[config.mk]
export PLATFORM = sky130hd
export DESIGN_NAME = regen_ctrl_flat
export DESIGN_NICKNAME = d
export VERILOG_FILES = /design/src/rtl/span_pkg.sv /design/src/rtl/span_if.sv /design/src/rtl/loss_timer.sv /design/src/rtl/regen_ctrl.sv /design/src/flat_wrapper.sv
export SDC_FILE = /design/constraint.sdc
export NUM_CORES = 1
export LEC_CHECK = 0
export ABC_CLOCK_PERIOD_IN_PS = 4550
export BUFFER_PORTS_ARGS = -buffer_cell sky130_fd_sc_hd__buf_4
export CAP_MARGIN = 20
export CELL_PAD_IN_SITES_DETAIL_PLACEMENT = 0
export CELL_PAD_IN_SITES_GLOBAL_PLACEMENT = 1
export CORE_MARGIN = 1.5
export CORE_UTILIZATION = 40
export DETAILED_ROUTE_END_ITERATION = 16
export PLACE_DENSITY_LB_ADDON = 0.15
export SLEW_MARGIN = 0
export SYNTH_ARGS = -nofsm -noshare
export SYNTH_HDL_FRONTEND = slang
export SYNTH_SLANG_ARGS = --single-unit
export TNS_END_PERCENT = 10
[constraint.sdc]
create_clock -name core_clk_in -period 4.55 [get_ports core_clk_in]
set_clock_uncertainty 0.2 [all_clocks]
set_input_delay 0.6825 -clock core_clk_in [delete_from_list [all_inputs] [get_ports core_clk_in]]
set_output_delay 0.6825 -clock core_clk_in [all_outputs]
set_load 0.02 [all_outputs]
[src/rtl/span_pkg.sv]
// Shared constants for the regenerator and line terminal controllers.
// Assumes one 100 MHz clock shared by both ends.
package span_pkg;
	// ----------------------------------------------------------------
	// Timing
	// ----------------------------------------------------------------
	localparam int unsigned CLK_HZ      = 100_000_000;
	localparam int unsigned LOSS_TIME_S = 2;
	localparam logic [31:0] LOSS_CYCLES = 32'(LOSS_TIME_S * CLK_HZ);

	// ----------------------------------------------------------------
	// Widths of the span signals
	// ----------------------------------------------------------------
	localparam int ADDR_W = 2;
	localparam int CODE_W = 4;
	localparam int IND_W  = 8;
	localparam int PID_W  = 2;
	localparam int DATA_W = 8;

	// ----------------------------------------------------------------
	// Operations channel addresses and messages
	// ----------------------------------------------------------------
	localparam logic [1:0] REG_ADDR   = 2'h2;
	localparam logic [1:0] NT_ADDR    = 2'h1;
	localparam logic [3:0] CMD_LOOP1A = 4'h1;
	localparam logic [3:0] CMD_NORMAL = 4'h2;
	localparam logic [3:0] CMD_HOLD   = 4'h3;

	// ----------------------------------------------------------------
	// Indicator bits and path identification
	// ----------------------------------------------------------------
	localparam int PS1_BIT     = 0;
	localparam int PS2_BIT     = 1;
	localparam int REG_BITS_LO = 4;
	localparam int REG_BITS_W  = 4;
	localparam logic [1:0] PID_LT = 2'h1;
	localparam logic [1:0] PID_NT = 2'h2;

	// ----------------------------------------------------------------
	// Line terminal software registers
	// ----------------------------------------------------------------
	localparam int BUS_AW = 4;
	localparam int BUS_DW = 8;
	localparam logic [3:0] REG_CTRL  = 4'h0;
	localparam logic [3:0] REG_CMD   = 4'h1;
	localparam logic [3:0] REG_STAT  = 4'h2;
	localparam logic [3:0] REG_MASK  = 4'h3;
	localparam logic [3:0] REG_REPLY = 4'h4;
	localparam logic [3:0] REG_IND   = 4'h5;
	localparam int CTRL_START  = 0;
	localparam int CMD_ADDR_LO = 4;
	localparam int STAT_W      = 5;
	localparam int ST_LOOP_OK  = 0;
	localparam int ST_PS1      = 1;
	localparam int ST_PS2      = 2;
	localparam int ST_REPLY    = 3;
	localparam int ST_LOSS     = 4;
	localparam logic [7:0] CTRL_RESET = 8'h00;
	localparam logic [4:0] STAT_RESET = 5'h00;
	localparam logic [4:0] MASK_RESET = 5'h00;
endpackage
[src/rtl/span_if.sv]
// Span between line terminal and regenerator.
// Both ends drive their signals from flip-flops on the common clock.
`timescale 1ns/100ps
`default_nettype none
interface span_if;
	// Line terminal toward regenerator
	logic                        startup_sig;
	logic                        eoc_dn_valid;
	logic [span_pkg::ADDR_W-1:0] eoc_dn_addr;
	logic [span_pkg::CODE_W-1:0] eoc_dn_code;
	logic [span_pkg::IND_W-1:0]  ind_dn;
	logic [span_pkg::PID_W-1:0]  pid_dn;
	logic [span_pkg::DATA_W-1:0] data_dn;
	// Regenerator toward line terminal
	logic                        line_on;
	logic                        eoc_up_valid;
	logic [span_pkg::ADDR_W-1:0] eoc_up_addr;
	logic [span_pkg::CODE_W-1:0] eoc_up_code;
	logic [span_pkg::IND_W-1:0]  ind_up;
	logic [span_pkg::PID_W-1:0]  pid_up;
	logic [span_pkg::DATA_W-1:0] data_up;

	modport reg_end (
		input  startup_sig, eoc_dn_valid, eoc_dn_addr, eoc_dn_code,
		input  ind_dn, pid_dn, data_dn,
		output line_on, eoc_up_valid, eoc_up_addr, eoc_up_code,
		output ind_up, pid_up, data_up
	);
	modport lt_end (
		output startup_sig, eoc_dn_valid, eoc_dn_addr, eoc_dn_code,
		output ind_dn, pid_dn, data_dn,
		input  line_on, eoc_up_valid, eoc_up_addr, eoc_up_code,
		input  ind_up, pid_up, data_up
	);
endinterface
`default_nettype wire

[src/rtl/loss_timer.sv]
// Persistence timer for signal or frame-alignment loss.
// Assumes cond_in is synchronous; fires one pulse per unbroken loss.
`timescale 1ns/100ps
`default_nettype none
module loss_timer #(
	parameter logic [31:0] CYCLES = span_pkg::LOSS_CYCLES
) (
	input  wire logic core_clk_in,
	input  wire logic rst_n_in,
	input  wire logic cond_in,
	output var  logic expired_out
);
	logic [31:0] cnt_r;
	logic        done_r;
	wire         at_end = cnt_r == CYCLES - 32'h1;

	// ----------------------------------------------------------------
	// Counter
	// ----------------------------------------------------------------
	// Saturates at CYCLES - 1; done_r makes one loss give exactly one pulse
	always_ff @(posedge core_clk_in) begin
		if (!rst_n_in || !cond_in) begin
			cnt_r       <= 32'h0;
			done_r      <= 1'b0;
			expired_out <= 1'b0;
		end else begin
			if (!at_end) begin
				cnt_r <= cnt_r + 32'h1;
			end
			expired_out <= at_end && !done_r; // [RL1]
			done_r      <= done_r || at_end;
		end
	end
endmodule
`default_nettype wire

[src/rtl/regen_ctrl.sv]
// Regenerator control unit: loss shutdown and loopback 1A handling.
// Assumes loss flags and link states come from its own transceivers.
//
// Summary of operation
// [RL1] Path deactivated two seconds after loss
// [RL2] Loss on either side drops both sides
// [RL3] Line terminal starts loopback by addressed message
// [RL4] Loopback accepted at start-up or active
// [RL5] Command after first start-up signal closes loop
// [RL6] Active link: close loop, reset customer side
// [RL7] Loopback transparent; still forwarded toward network
// [RL8] Line terminal confirms loop via path id
// [RL9] Channel not looped; served for own address
// [RL10] Foreign address in loop: hold-state reply
// [RL11] Indicators looped except four regenerator bits
// [RL12] Return-to-normal drops customer side, ends loop
// [RL13] Then restart network side if line active
// [RL14] Power source failures reported on two bits
// [RL15] Single loop flag cleared by loss shutdown
`timescale 1ns/100ps
`default_nettype none
module regen_ctrl #(
	parameter logic [31:0] LOSS_CYCLES = span_pkg::LOSS_CYCLES
) (
	input  wire logic                        core_clk_in,
	input  wire logic                        rst_n_in,
	span_if.reg_end                          span,
	input  wire logic                        lt_signal_loss_in,
	input  wire logic                        lt_frame_alignment_loss_in,
	input  wire logic                        nt_signal_loss_in,
	input  wire logic                        nt_frame_alignment_loss_in,
	input  wire logic                        lt_link_active_in,
	input  wire logic                        nt_link_active_in,
	input  wire logic [3:0]                  reg_bits_in,
	input  wire logic [span_pkg::IND_W-1:0]  nt_ind_in,
	input  wire logic [span_pkg::PID_W-1:0]  nt_pid_in,
	input  wire logic [span_pkg::DATA_W-1:0] nt_data_in,
	input  wire logic                        nt_eoc_valid_in,
	input  wire logic [span_pkg::ADDR_W-1:0] nt_eoc_addr_in,
	input  wire logic [span_pkg::CODE_W-1:0] nt_eoc_code_in,
	output var  logic                        nt_side_on_out,
	output var  logic                        nt_xcvr_reset_out,
	output var  logic                        nt_startup_out,
	output var  logic                        loop_out,
	output var  logic [span_pkg::IND_W-1:0]  nt_ind_out,
	output var  logic [span_pkg::PID_W-1:0]  nt_pid_out,
	output var  logic [span_pkg::DATA_W-1:0] nt_data_out,
	output var  logic                        nt_eoc_valid_out,
	output var  logic [span_pkg::ADDR_W-1:0] nt_eoc_addr_out,
	output var  logic [span_pkg::CODE_W-1:0] nt_eoc_code_out
);
	typedef enum logic {ST_OFF, ST_RUN} reg_state_t;

	reg_state_t state_r;
	reg_state_t state_nxt;
	logic       loop_r;
	logic       restart_r;
	logic       loss_fire;

	// ----------------------------------------------------------------
	// Loss persistence
	// ----------------------------------------------------------------
	wire loss_any = lt_signal_loss_in || lt_frame_alignment_loss_in ||
		nt_signal_loss_in || nt_frame_alignment_loss_in; // [RL2]

	loss_timer #(
		.CYCLES (LOSS_CYCLES)
	) u_loss (
		.core_clk_in (core_clk_in),
		.rst_n_in    (rst_n_in),
		.cond_in     (loss_any),
		.expired_out (loss_fire)
	);

	// ----------------------------------------------------------------
	// Message decode
	// ----------------------------------------------------------------
	wire run      = state_r == ST_RUN;
	wire own_addr = span.eoc_dn_addr == span_pkg::REG_ADDR;
	wire hit_reg  = run && span.eoc_dn_valid && own_addr; // [RL9]
	wire foreign  = run && span.eoc_dn_valid && !own_addr;
	wire cmd_loop = hit_reg && span.eoc_dn_code == span_pkg::CMD_LOOP1A;
	wire cmd_norm = hit_reg && span.eoc_dn_code == span_pkg::CMD_NORMAL;
	wire drop_nt  = cmd_norm && loop_r; // [RL12]
	// A new start-up from the line terminal wakes a shut-down span
	wire wake     = !run && span.startup_sig && !loss_any;
	wire start_nt = wake || (restart_r && lt_link_active_in); // [RL13]
	wire hold_rsp = foreign && loop_r; // [RL10]
	wire fwd_up   = run && !loop_r && nt_eoc_valid_in;

	// Loss shutdown outranks a wake in the same cycle
	always_comb begin
		state_nxt = state_r;
		unique case (state_r)
			ST_OFF: begin
				if (wake && !loss_fire) begin
					state_nxt = ST_RUN;
				end
			end
			ST_RUN: begin
				if (loss_fire) begin
					state_nxt = ST_OFF; // [RL2]
				end
			end
		endcase
	end

	// ----------------------------------------------------------------
	// Payload and indicator selection
	// ----------------------------------------------------------------
	// Loop returns the line terminal's own bits; the network side is
	// fed the same stream in both modes, so the loop stays transparent
	wire [span_pkg::IND_W-1:0]  ind_src  = loop_r ? span.ind_dn
		: nt_ind_in; // [RL11]
	wire [span_pkg::IND_W-1:0]  ind_nxt  = {reg_bits_in,
		ind_src[span_pkg::REG_BITS_LO-1:0]}; // [RL14]
	wire [span_pkg::PID_W-1:0]  pid_nxt  = loop_r ? span.pid_dn
		: nt_pid_in;
	wire [span_pkg::DATA_W-1:0] data_nxt = loop_r ? span.data_dn
		: nt_data_in;
	wire [span_pkg::ADDR_W-1:0] up_addr  = fwd_up && !hit_reg
		&& !hold_rsp ? nt_eoc_addr_in : span_pkg::REG_ADDR;
	wire [span_pkg::CODE_W-1:0] up_code  = hold_rsp ? span_pkg::CMD_HOLD
		: (hit_reg ? span.eoc_dn_code : nt_eoc_code_in);

	// ----------------------------------------------------------------
	// Control state
	// ----------------------------------------------------------------
	always_ff @(posedge core_clk_in) begin
		if (!rst_n_in) begin
			state_r           <= ST_OFF;
			restart_r         <= 1'b0;
			nt_side_on_out    <= 1'b0;
			nt_xcvr_reset_out <= 1'b0;
			nt_startup_out    <= 1'b0;
			span.line_on      <= 1'b0;
		end else begin
			state_r <= state_nxt; // [RL1]
			// Active link: retrain customer side under loop conditions
			nt_xcvr_reset_out <= cmd_loop && !loop_r
				&& nt_link_active_in; // [RL6]
			restart_r      <= drop_nt && !loss_fire;
			nt_side_on_out <= !loss_fire && (start_nt
				|| (nt_side_on_out && !drop_nt)); // [RL2]
			nt_startup_out <= !loss_fire && start_nt; // [RL13]
			span.line_on   <= state_nxt == ST_RUN; // [RL2]
		end
	end

	// ----------------------------------------------------------------
	// Loopback flag
	// ----------------------------------------------------------------
	// One flag only, so a loss shutdown cannot leave a stale loop behind
	always_ff @(posedge core_clk_in) begin
		if (!rst_n_in || loss_fire) begin
			loop_r <= 1'b0; // [RL15]
		end else if (cmd_loop) begin
			loop_r <= 1'b1; // [RL5]
		end else if (cmd_norm) begin
			loop_r <= 1'b0; // [RL12]
		end
	end

	// ----------------------------------------------------------------
	// Data paths
	// ----------------------------------------------------------------
	always_ff @(posedge core_clk_in) begin
		if (!rst_n_in || !run) begin
			span.ind_up  <= '0;
			span.pid_up  <= '0;
			span.data_up <= '0;
			nt_ind_out   <= '0;
			nt_pid_out   <= '0;
			nt_data_out  <= '0;
		end else begin
			span.ind_up  <= ind_nxt; // [RL11]
			span.pid_up  <= pid_nxt;
			span.data_up <= data_nxt;
			nt_ind_out   <= span.ind_dn; // [RL7]
			nt_pid_out   <= span.pid_dn;
			nt_data_out  <= span.data_dn; // [RL7]
		end
	end

	// ----------------------------------------------------------------
	// Operations channel
	// ----------------------------------------------------------------
	// Own-address messages are answered here and never reach the
	// network side; a network reply in the same cycle is dropped
	always_ff @(posedge core_clk_in) begin
		if (!rst_n_in) begin
			span.eoc_up_valid <= 1'b0;
			span.eoc_up_addr  <= '0;
			span.eoc_up_code  <= '0;
			nt_eoc_valid_out  <= 1'b0;
			nt_eoc_addr_out   <= '0;
			nt_eoc_code_out   <= '0;
			loop_out          <= 1'b0;
		end else begin
			span.eoc_up_valid <= hit_reg || hold_rsp || fwd_up; // [RL9]
			span.eoc_up_addr  <= up_addr; // [RL10]
			span.eoc_up_code  <= up_code;
			nt_eoc_valid_out  <= foreign && !loop_r; // [RL9]
			nt_eoc_addr_out   <= span.eoc_dn_addr;
			nt_eoc_code_out   <= span.eoc_dn_code;
			loop_out          <= loss_fire ? 1'b0
				: (cmd_loop || (loop_r && !cmd_norm));
		end
	end
endmodule
`default_nettype wire

[src/flat_wrapper.sv]
// flat-port wrapper written by rule: the top's interface ports become plain ports
module regen_ctrl_flat 
#(
	parameter logic [31:0] LOSS_CYCLES = span_pkg::LOSS_CYCLES
)
  (core_clk_in, rst_n_in, lt_signal_loss_in, lt_frame_alignment_loss_in, nt_signal_loss_in, nt_frame_alignment_loss_in, lt_link_active_in, nt_link_active_in, reg_bits_in, nt_ind_in, nt_pid_in, nt_data_in, nt_eoc_valid_in, nt_eoc_addr_in, nt_eoc_code_in, nt_side_on_out, nt_xcvr_reset_out, nt_startup_out, loop_out, nt_ind_out, nt_pid_out, nt_data_out, nt_eoc_valid_out, nt_eoc_addr_out, nt_eoc_code_out, span_startup_sig, span_eoc_dn_valid, span_eoc_dn_addr, span_eoc_dn_code, span_ind_dn, span_pid_dn, span_data_dn, span_line_on, span_eoc_up_valid, span_eoc_up_addr, span_eoc_up_code, span_ind_up, span_pid_up, span_data_up);
  span_if span_i ();
  input  wire logic core_clk_in;
  input  wire logic rst_n_in;
  input  wire logic lt_signal_loss_in;
  input  wire logic lt_frame_alignment_loss_in;
  input  wire logic nt_signal_loss_in;
  input  wire logic nt_frame_alignment_loss_in;
  input  wire logic lt_link_active_in;
  input  wire logic nt_link_active_in;
  input  wire logic [3:0] reg_bits_in;
  input  wire logic [span_pkg::IND_W-1:0] nt_ind_in;
  input  wire logic [span_pkg::PID_W-1:0] nt_pid_in;
  input  wire logic [span_pkg::DATA_W-1:0] nt_data_in;
  input  wire logic nt_eoc_valid_in;
  input  wire logic [span_pkg::ADDR_W-1:0] nt_eoc_addr_in;
  input  wire logic [span_pkg::CODE_W-1:0] nt_eoc_code_in;
  output var  logic nt_side_on_out;
  output var  logic nt_xcvr_reset_out;
  output var  logic nt_startup_out;
  output var  logic loop_out;
  output var  logic [span_pkg::IND_W-1:0] nt_ind_out;
  output var  logic [span_pkg::PID_W-1:0] nt_pid_out;
  output var  logic [span_pkg::DATA_W-1:0] nt_data_out;
  output var  logic nt_eoc_valid_out;
  output var  logic [span_pkg::ADDR_W-1:0] nt_eoc_addr_out;
  output var  logic [span_pkg::CODE_W-1:0] nt_eoc_code_out;
  input wire logic [$bits(span_i.startup_sig)-1:0] span_startup_sig;
  input wire logic [$bits(span_i.eoc_dn_valid)-1:0] span_eoc_dn_valid;
  input wire logic [$bits(span_i.eoc_dn_addr)-1:0] span_eoc_dn_addr;
  input wire logic [$bits(span_i.eoc_dn_code)-1:0] span_eoc_dn_code;
  input wire logic [$bits(span_i.ind_dn)-1:0] span_ind_dn;
  input wire logic [$bits(span_i.pid_dn)-1:0] span_pid_dn;
  input wire logic [$bits(span_i.data_dn)-1:0] span_data_dn;
  output wire logic [$bits(span_i.line_on)-1:0] span_line_on;
  output wire logic [$bits(span_i.eoc_up_valid)-1:0] span_eoc_up_valid;
  output wire logic [$bits(span_i.eoc_up_addr)-1:0] span_eoc_up_addr;
  output wire logic [$bits(span_i.eoc_up_code)-1:0] span_eoc_up_code;
  output wire logic [$bits(span_i.ind_up)-1:0] span_ind_up;
  output wire logic [$bits(span_i.pid_up)-1:0] span_pid_up;
  output wire logic [$bits(span_i.data_up)-1:0] span_data_up;
  assign span_i.startup_sig = span_startup_sig;
  assign span_i.eoc_dn_valid = span_eoc_dn_valid;
  assign span_i.eoc_dn_addr = span_eoc_dn_addr;
  assign span_i.eoc_dn_code = span_eoc_dn_code;
  assign span_i.ind_dn = span_ind_dn;
  assign span_i.pid_dn = span_pid_dn;
  assign span_i.data_dn = span_data_dn;
  assign span_line_on = span_i.line_on;
  assign span_eoc_up_valid = span_i.eoc_up_valid;
  assign span_eoc_up_addr = span_i.eoc_up_addr;
  assign span_eoc_up_code = span_i.eoc_up_code;
  assign span_ind_up = span_i.ind_up;
  assign span_pid_up = span_i.pid_up;
  assign span_data_up = span_i.data_up;
  regen_ctrl #(.LOSS_CYCLES(LOSS_CYCLES)) u_core (.core_clk_in(core_clk_in), .rst_n_in(rst_n_in), .span(span_i), .lt_signal_loss_in(lt_signal_loss_in), .lt_frame_alignment_loss_in(lt_frame_alignment_loss_in), .nt_signal_loss_in(nt_signal_loss_in), .nt_frame_alignment_loss_in(nt_frame_alignment_loss_in), .lt_link_active_in(lt_link_active_in), .nt_link_active_in(nt_link_active_in), .reg_bits_in(reg_bits_in), .nt_ind_in(nt_ind_in), .nt_pid_in(nt_pid_in), .nt_data_in(nt_data_in), .nt_eoc_valid_in(nt_eoc_valid_in), .nt_eoc_addr_in(nt_eoc_addr_in), .nt_eoc_code_in(nt_eoc_code_in), .nt_side_on_out(nt_side_on_out), .nt_xcvr_reset_out(nt_xcvr_reset_out), .nt_startup_out(nt_startup_out), .loop_out(loop_out), .nt_ind_out(nt_ind_out), .nt_pid_out(nt_pid_out), .nt_data_out(nt_data_out), .nt_eoc_valid_out(nt_eoc_valid_out), .nt_eoc_addr_out(nt_eoc_addr_out), .nt_eoc_code_out(nt_eoc_code_out));
endmodule
# Yosys cells after proc, flatten, opt, wreduce, memory -nomap -nowiden
# Index checks and enable logic that the tools add are counted.
classes:
  addsub: 1
  reduce_logical: 51
  bitwise_logic: 2
  n_eq_ne: 4
  n_mux: 11
ops:
  columns: ["cell", "count"]
  rows:
  - ["adder 32 x 1 -> 32 bit, second input constant", 1]
  - ["equality test 32 x 28 -> 1 bit, second input constant", 1]
  - ["logical AND 1 bit", 24]
  - ["logical OR 1 bit", 12]
  - ["logical NOT 1 bit", 11]
  - ["2-to-1 mux 4 bit", 2]
  - ["2-to-1 mux 8 bit", 1]
  - ["2-to-1 mux 2 bit", 3]
  - ["equality test 4 x 1 -> 1 bit, second input constant", 1]
  - ["equality test 4 x 2 -> 1 bit, second input constant", 1]
  - ["2-to-1 mux 1 bit", 4]
  - ["OR reduction 2 bit", 2]
  - ["equality test 2 bit, second input constant", 1]
  - ["NOT 1 bit", 2]
  - ["case mux 1 bit (2 select lines)", 1]
  - ["AND reduction 2 bit", 1]
  - ["nonzero test 2 bit", 1]
word_totals:
  inputBits: 63
  ff_bits: 91

# Depth between registers and ports, before layout
logic_depth:
  depth_word: 8
  ltp_mapped: 6
  mapped_depth_nobuf: 5

# Hierarchy
# Synthesis repeated with hierarchy kept, for this count alone.
hier_totals:
  hier_cells: 369
  hier_area_um2: 3497.1
by_module_without_submodules:
  columns: ["module", "area_per_inst_um2", "cells_each", "n_inst", "seq_area_each_um2"]
  rows:
  - ["regen_ctrl", 1860.5, 172, 1, 1141.1]
  - ["loss_timer", 1636.6, 197, 1, 680.7]

# Worst setup path before layout
# No wires, ideal clock.
synth_timing:
  path_type: "input -> register"
  start: "in lt_frame_alignment_loss_in"
  end: "reg u_core.u_loss.expired_out"
  cell_stages: 4
  arrival_ns: 1.717
  setup_time_ns: 0.130
  setup_slack_ns: 2.503
  cell_sequence: "o41ai_1 clkbuf_1 clkbuf_1 nor3_1"
synth_between:
  elab_chain_len: 5
synth_rtl:
  columns: ["item", "line_no", "rtl"]
  rows:
  - ["start, declared", "flat_wrapper.sv:11", "input wire logic lt_frame_alignment_loss_in;"]
  - ["logical OR 1 bit (2 in series)", "regen_ctrl.sv:63", "wire loss_any = lt_signal_loss_in || lt_frame_alignment_loss_in ||"]
  - ["logical OR 1 bit", "regen_ctrl.sv:64", "nt_signal_loss_in || nt_frame_alignment_loss_in;"]
  - ["logical NOT 1 bit", "loss_timer.sv:22", "if (!rst_n_in || !cond_in) begin"]
  - ["logical OR 1 bit", "loss_timer.sv:22", null]
  - ["end signal, assigned", "loss_timer.sv:30", "expired_out <= at_end && !done_r;"]
  - ["end, declared", "loss_timer.sv:11", "output var logic expired_out"]
# No other way between the ends.
# A chain may end at the register's enable or synchronous reset.

# Final worst setup path
layout_timing:
  start: "reg u_core.u_loss.cnt_r[0]"
  end: "reg u_core.u_loss.cnt_r[0]"
layout_between:
  elab_chain_len: 1
layout_rtl:
  columns: ["item", "line_no", "rtl"]
  rows:
  - ["start, declared", "loss_timer.sv:13", "logic [31:0] cnt_r;"]
  - ["start signal, assigned", "loss_timer.sv:28", "cnt_r <= cnt_r + 32'h1;"]
  - ["adder 32 x 1 -> 32 bit / equality test 32 x 28 -> 1 bit (equally long branches)", "loss_timer.sv:28, loss_timer.sv:15", null]
# Several ways; a longest one is shown, not always the timed one.

==> results_tabular.tex <==
\begin{tabular}{lr}
\hline
Metric & Value \\
\hline
\multicolumn{2}{l}{\textbf{Worst hold path}} \\
Min-delay worst type & reg -> reg \\
Worst Hold Depth & 1 \\
Worst hold path startpoint & u\_core.u\_loss.done\_r \\
\multicolumn{2}{l}{\textbf{Job}} \\
Number of maximum-capacitance constraint violations & 0 \\
\multicolumn{2}{l}{\textbf{Worst setup path}} \\
CP Data Required Time & 4630 ps \\
Reg2Reg Depth & 5 \\
Crit path buf inv count & 0 \\
Type of the setup path with the least slack & reg -> reg \\
Library cell contributing the largest single delay on the critical path & nor3\_1 \\
Number of stages on the worst setup path & 5 \\
Crit start category & flop \\
Highest net fanout along the worst path & 10 \\
Critical path origin & u\_core.u\_loss.cnt\_r[0] \\
Critical Path, Cell by Cell & ha\_1 > and3\_1 > nand2\_1 > nor3\_1 > mux2i\_1 \\
Worst R2R Start & u\_core.u\_loss.cnt\_r[0] \\
Data arrival, critical path & roughly 2400 ps \\
Slack of the worst reg-to-reg path & 2250 ps \\
Type of element capturing the critical path & flop \\
Top delay family on crit path & simple AND/OR/NAND/NOR gates \\
Critical Path Max Stage Delay & between 500 and 600 ps \\
\multicolumn{2}{l}{\textbf{Synthesis}} \\
Count of flip-flops with a built-in enable after synthesis & 0 \\
Synth Flop Type & dfxtp\_1 \\
Post-Syn Area per Cell & between 9 and 10 µm² \\
Post-synth cell types & 46 \\
Number of warnings issued by yosys & 0 \\
Cell area after technology mapping & 3580 µm² \\
Post-Synthesis Cells & about 380 \\
Async SR Flop Fraction & 0\% \\
Sequential-to-total area share from yosys stat & around half \\
Post-synthesis sequential element count & 91 \\
Number of nets produced by synthesis & 440 \\
\multicolumn{2}{l}{\textbf{Clock network}} \\
Cts bufs inserted & 9 \\
Clock slew seen by the registers of the worst setup and hold paths & roughly 90 ps \\
\# hold bufs at CTS & 0 \\
Maximum number of buffers from clock root to sink & 2 \\
Sinks on Clock Net & between 90 and 100 \\
Count of instances resized after the clock tree is built & 0 \\
Count of H-tree levels built during CTS & 3 \\
Post-CTS setup buffer count & 0 \\
Clk root buf & clkbuf\_8 \\
Clock tree from TritonCTS & done \\
Clock latency reported for the late side of the worst-skew pair & $\sim$350 ps \\
\multicolumn{2}{l}{\textbf{Floorplanning}} \\
Ports placed on the boundary & approximately 120 \\
Rows & 34 \\
Overall die area & about 9500 µm² \\
Height of the die & around 100 µm \\
Initial Utilization & around two fifths \\
Core Area & 8680 µm² \\
Die width & between 90 and 100 µm \\
\multicolumn{2}{l}{\textbf{STA}} \\
Fin Setup TNS & 0 ps \\
Unrepaired setup endpoints after global routing & false \\
Fraction of the cycle the final worst path needs & around half \\
Final critical-path required period & $\sim$2300 ps \\
Relative slew slack & roughly three fifths \\
Number of setup violations in the final report & 0 \\
Slew at the pin closest to its max-slew limit & approximately 600 ps \\
Count of endpoints failing hold in the final timing report & 0 \\
Max-slew violation total from the final report & 0 \\
Max frequency & between 0.4 and 0.5 GHz \\
\multicolumn{2}{l}{\textbf{Placed design}} \\
Placed Instance Area & $\sim$4500 µm² \\
DP HPWL & between 6000 and 7000 µm \\
Buffers on Ports & about 110 \\
RePlAce Congestion & 0.781 \\
Number of placed cells counting well taps & around 580 \\
\multicolumn{2}{l}{\textbf{Global route}} \\
Global routing usage summed across all routing layers & 19.5\% \\
GRT overflow & 0 \\
Fraction of met2 tracks used by global routing & $\sim$30\% \\
Maximum number of pins on one net before global-route repair & 35 \\
Via count of the first global-routing pass & 2912 \\
GR met1 Demand/Resource & about a quarter \\
Busiest layer in global routing & met2 \\
Wire length of the first global-routing pass & between 15000 and 20000 µm \\
Antenna violations before repair & 0 \\
Met3 usage & about 5.1\% \\
\multicolumn{2}{l}{\textbf{Drt}} \\
Drt first-iter violations & between 100 and 150 \\
Mean number of vias per cell & approximately 5.4 \\
Pre-antenna DRT Iters & 4 \\
Residual DRC count & 0 \\
Final routed wirelength across all metal layers & between 9000 and 10000 µm \\
Wire length per cell & around 16 µm \\
Total number of vias & $\sim$3200 \\
Remaining antenna violation count after routing & 0 \\
\multicolumn{2}{l}{\textbf{Final layout}} \\
Proportion of layout cells with a drive suffix above 1 & between 20\% and 30\% \\
Nets & roughly 550 \\
Layout overhead on the synthesized area & 30.9\% \\
Number of diodes added for antenna fixing & 0 \\
Layout Cells excl Fill & just under 600 \\
Finished Cell Area & $\sim$4700 µm² \\
\multicolumn{2}{l}{\textbf{Power}} \\
Worst IR drop on VDD & between 0.15 and 0.2 mV \\
Power density relative to cell area & 300 nW/µm² \\
Leakage power of the design & between 0.0015 and 0.002 µW \\
\multicolumn{2}{l}{\textbf{Status}} \\
Outcome & finished clean \\
\hline
\end{tabular}
## routing by layer
layer	up-vias	share of wire [%]	routed length, µm
met5	-	0	0
li1	1582	-	-
met2	98	45	4180
met4	0	0.97	89
met3	8	6.3	580
met1	1509	47	4350
## worst reg2reg max path: cells and delay by family (launching register included)
kind	cells	cell delay, ps
DFF	1	400
adders and majority gates	1	230
and+or+nand+nor	3	1170
muxes	1	240
## per-stage QoR
stage                     util, %  worst slack [ps]  power [µW]  hold WS, ps
after floorplan                 -              2500         868          202
after global placement       51.5              1850         931          212
after detailed placement     51.5              1810         933          219
after CTS                    53.5              2200        1420          231
after global routing         53.9              2000        1470          255
final                        53.9              2250        1400          230
## final timing paths
path | end
max | u_core.u_loss.cnt_r[0]
min | u_core.u_loss.expired_out
max reg2reg | u_core.u_loss.cnt_r[0]
min reg2reg | u_core.u_loss.expired_out
## cell usage after synthesis, types with 2 or more instances
cell | number | area, µm²
a211oi_1 | 2 | 15.0
o21ai_0 | 6 | 30.0
inv_1 | 5 | 18.8
a31oi_1 | 6 | 37.5
mux2i_1 | 25 | 250
nand2_1 | 21 | 78.8
and3_1 | 26 | 163
xor2_1 | 2 | 17.5
buf_2 | 4 | 20.0
o221a_2 | 2 | 22.5
or4_1 | 12 | 90.1
and2_1 | 8 | 50.1
nor3_1 | 10 | 50.1
xnor2_1 | 3 | 26.3
or2_2 | 5 | 31.3
nand3b_1 | 2 | 15.0
nor4b_1 | 2 | 17.5
nor2_1 | 34 | 128
nand3_1 | 17 | 85.1
or3_1 | 4 | 25.0
clkbuf_1 | 15 | 56.3
nand4_1 | 16 | 100
nand2b_1 | 3 | 18.8
o31ai_1 | 8 | 60.1
buf_6 | 2 | 22.5
and4_1 | 5 | 43.8
nor4_1 | 4 | 25.0
nand4b_1 | 2 | 17.5
dfxtp_1 | 91 | 1820
a21oi_1 | 18 | 90.1
## cell families after synthesis
| group | share of synthesized area, % |
|---|---|
| buf+inv | 3.60 |
| xor+xnor | 1.22 |
| mux | 7.00 |
| flops | 50.9 |
| compound gates | 8.85 |
| simple gates | 28.0 |
| fa+ha+maj | 0.350 |
## registers in the layout (all words and copies together), names as in the netlist, 2 cells and up
| name | cells |
|---|---|
| u_core.span.pid_up | 2 |
| u_core.nt_eoc_addr_out | 2 |
| u_core.span.data_up | 8 |
| u_core.u_loss.cnt_r | 32 |
| u_core.span.eoc_up_addr | 2 |
| u_core.nt_eoc_code_out | 4 |
| u_core.span.eoc_up_code | 4 |
| u_core.nt_data_out | 8 |
| u_core.nt_ind_out | 8 |
| u_core.span.ind_up | 8 |
| u_core.nt_pid_out | 2 |
## placed cells by master (no fill, tap or decap), types with 3 or more instances in the layout
cell      netlist  routed
a21oi_1        18      18
a31oi_1         6       6
and2_1          8       8
and3_1         26      26
and4_1          5       5
buf_4           1     116
clkbuf_8        0       9
dfxtp_1        91      91
inv_1           5       5
mux2i_1        25      25
nand2_1        21      21
nand2b_1        3       3
nand3_1        17      17
nand4_1        16      16
nor2_1         34      34
nor3_1         10      10
nor4_1          4       4
o21ai_0         6       6
o31ai_1         8       8
or2_2           5       5
or3_1           4       4
or4_1          12      12
xnor2_1         3       3
## final cells by class
type / instances / area, µm²
Inverter: 5 / 18.8
Multi-Input combinational cell: 257 / 1630
Tap cell: 108 / 135
Fill cell: 816 / 4000
Timing Repair Buffer: 117 / 898
Clock inverter: 6 / 50.0
Clock buffer: 9 / 124
Sequential cell: 91 / 1820
## report_power, final
group          switching, µW  internal (µW)  leakage (µW)
Combinational           47.9           55.0       0.00113
Clock                    289            201     0.0000823
Sequential              5.12            806      0.000737
Total                    342           1060       0.00195
Note: power is estimated with default switching activity, not from simulation.
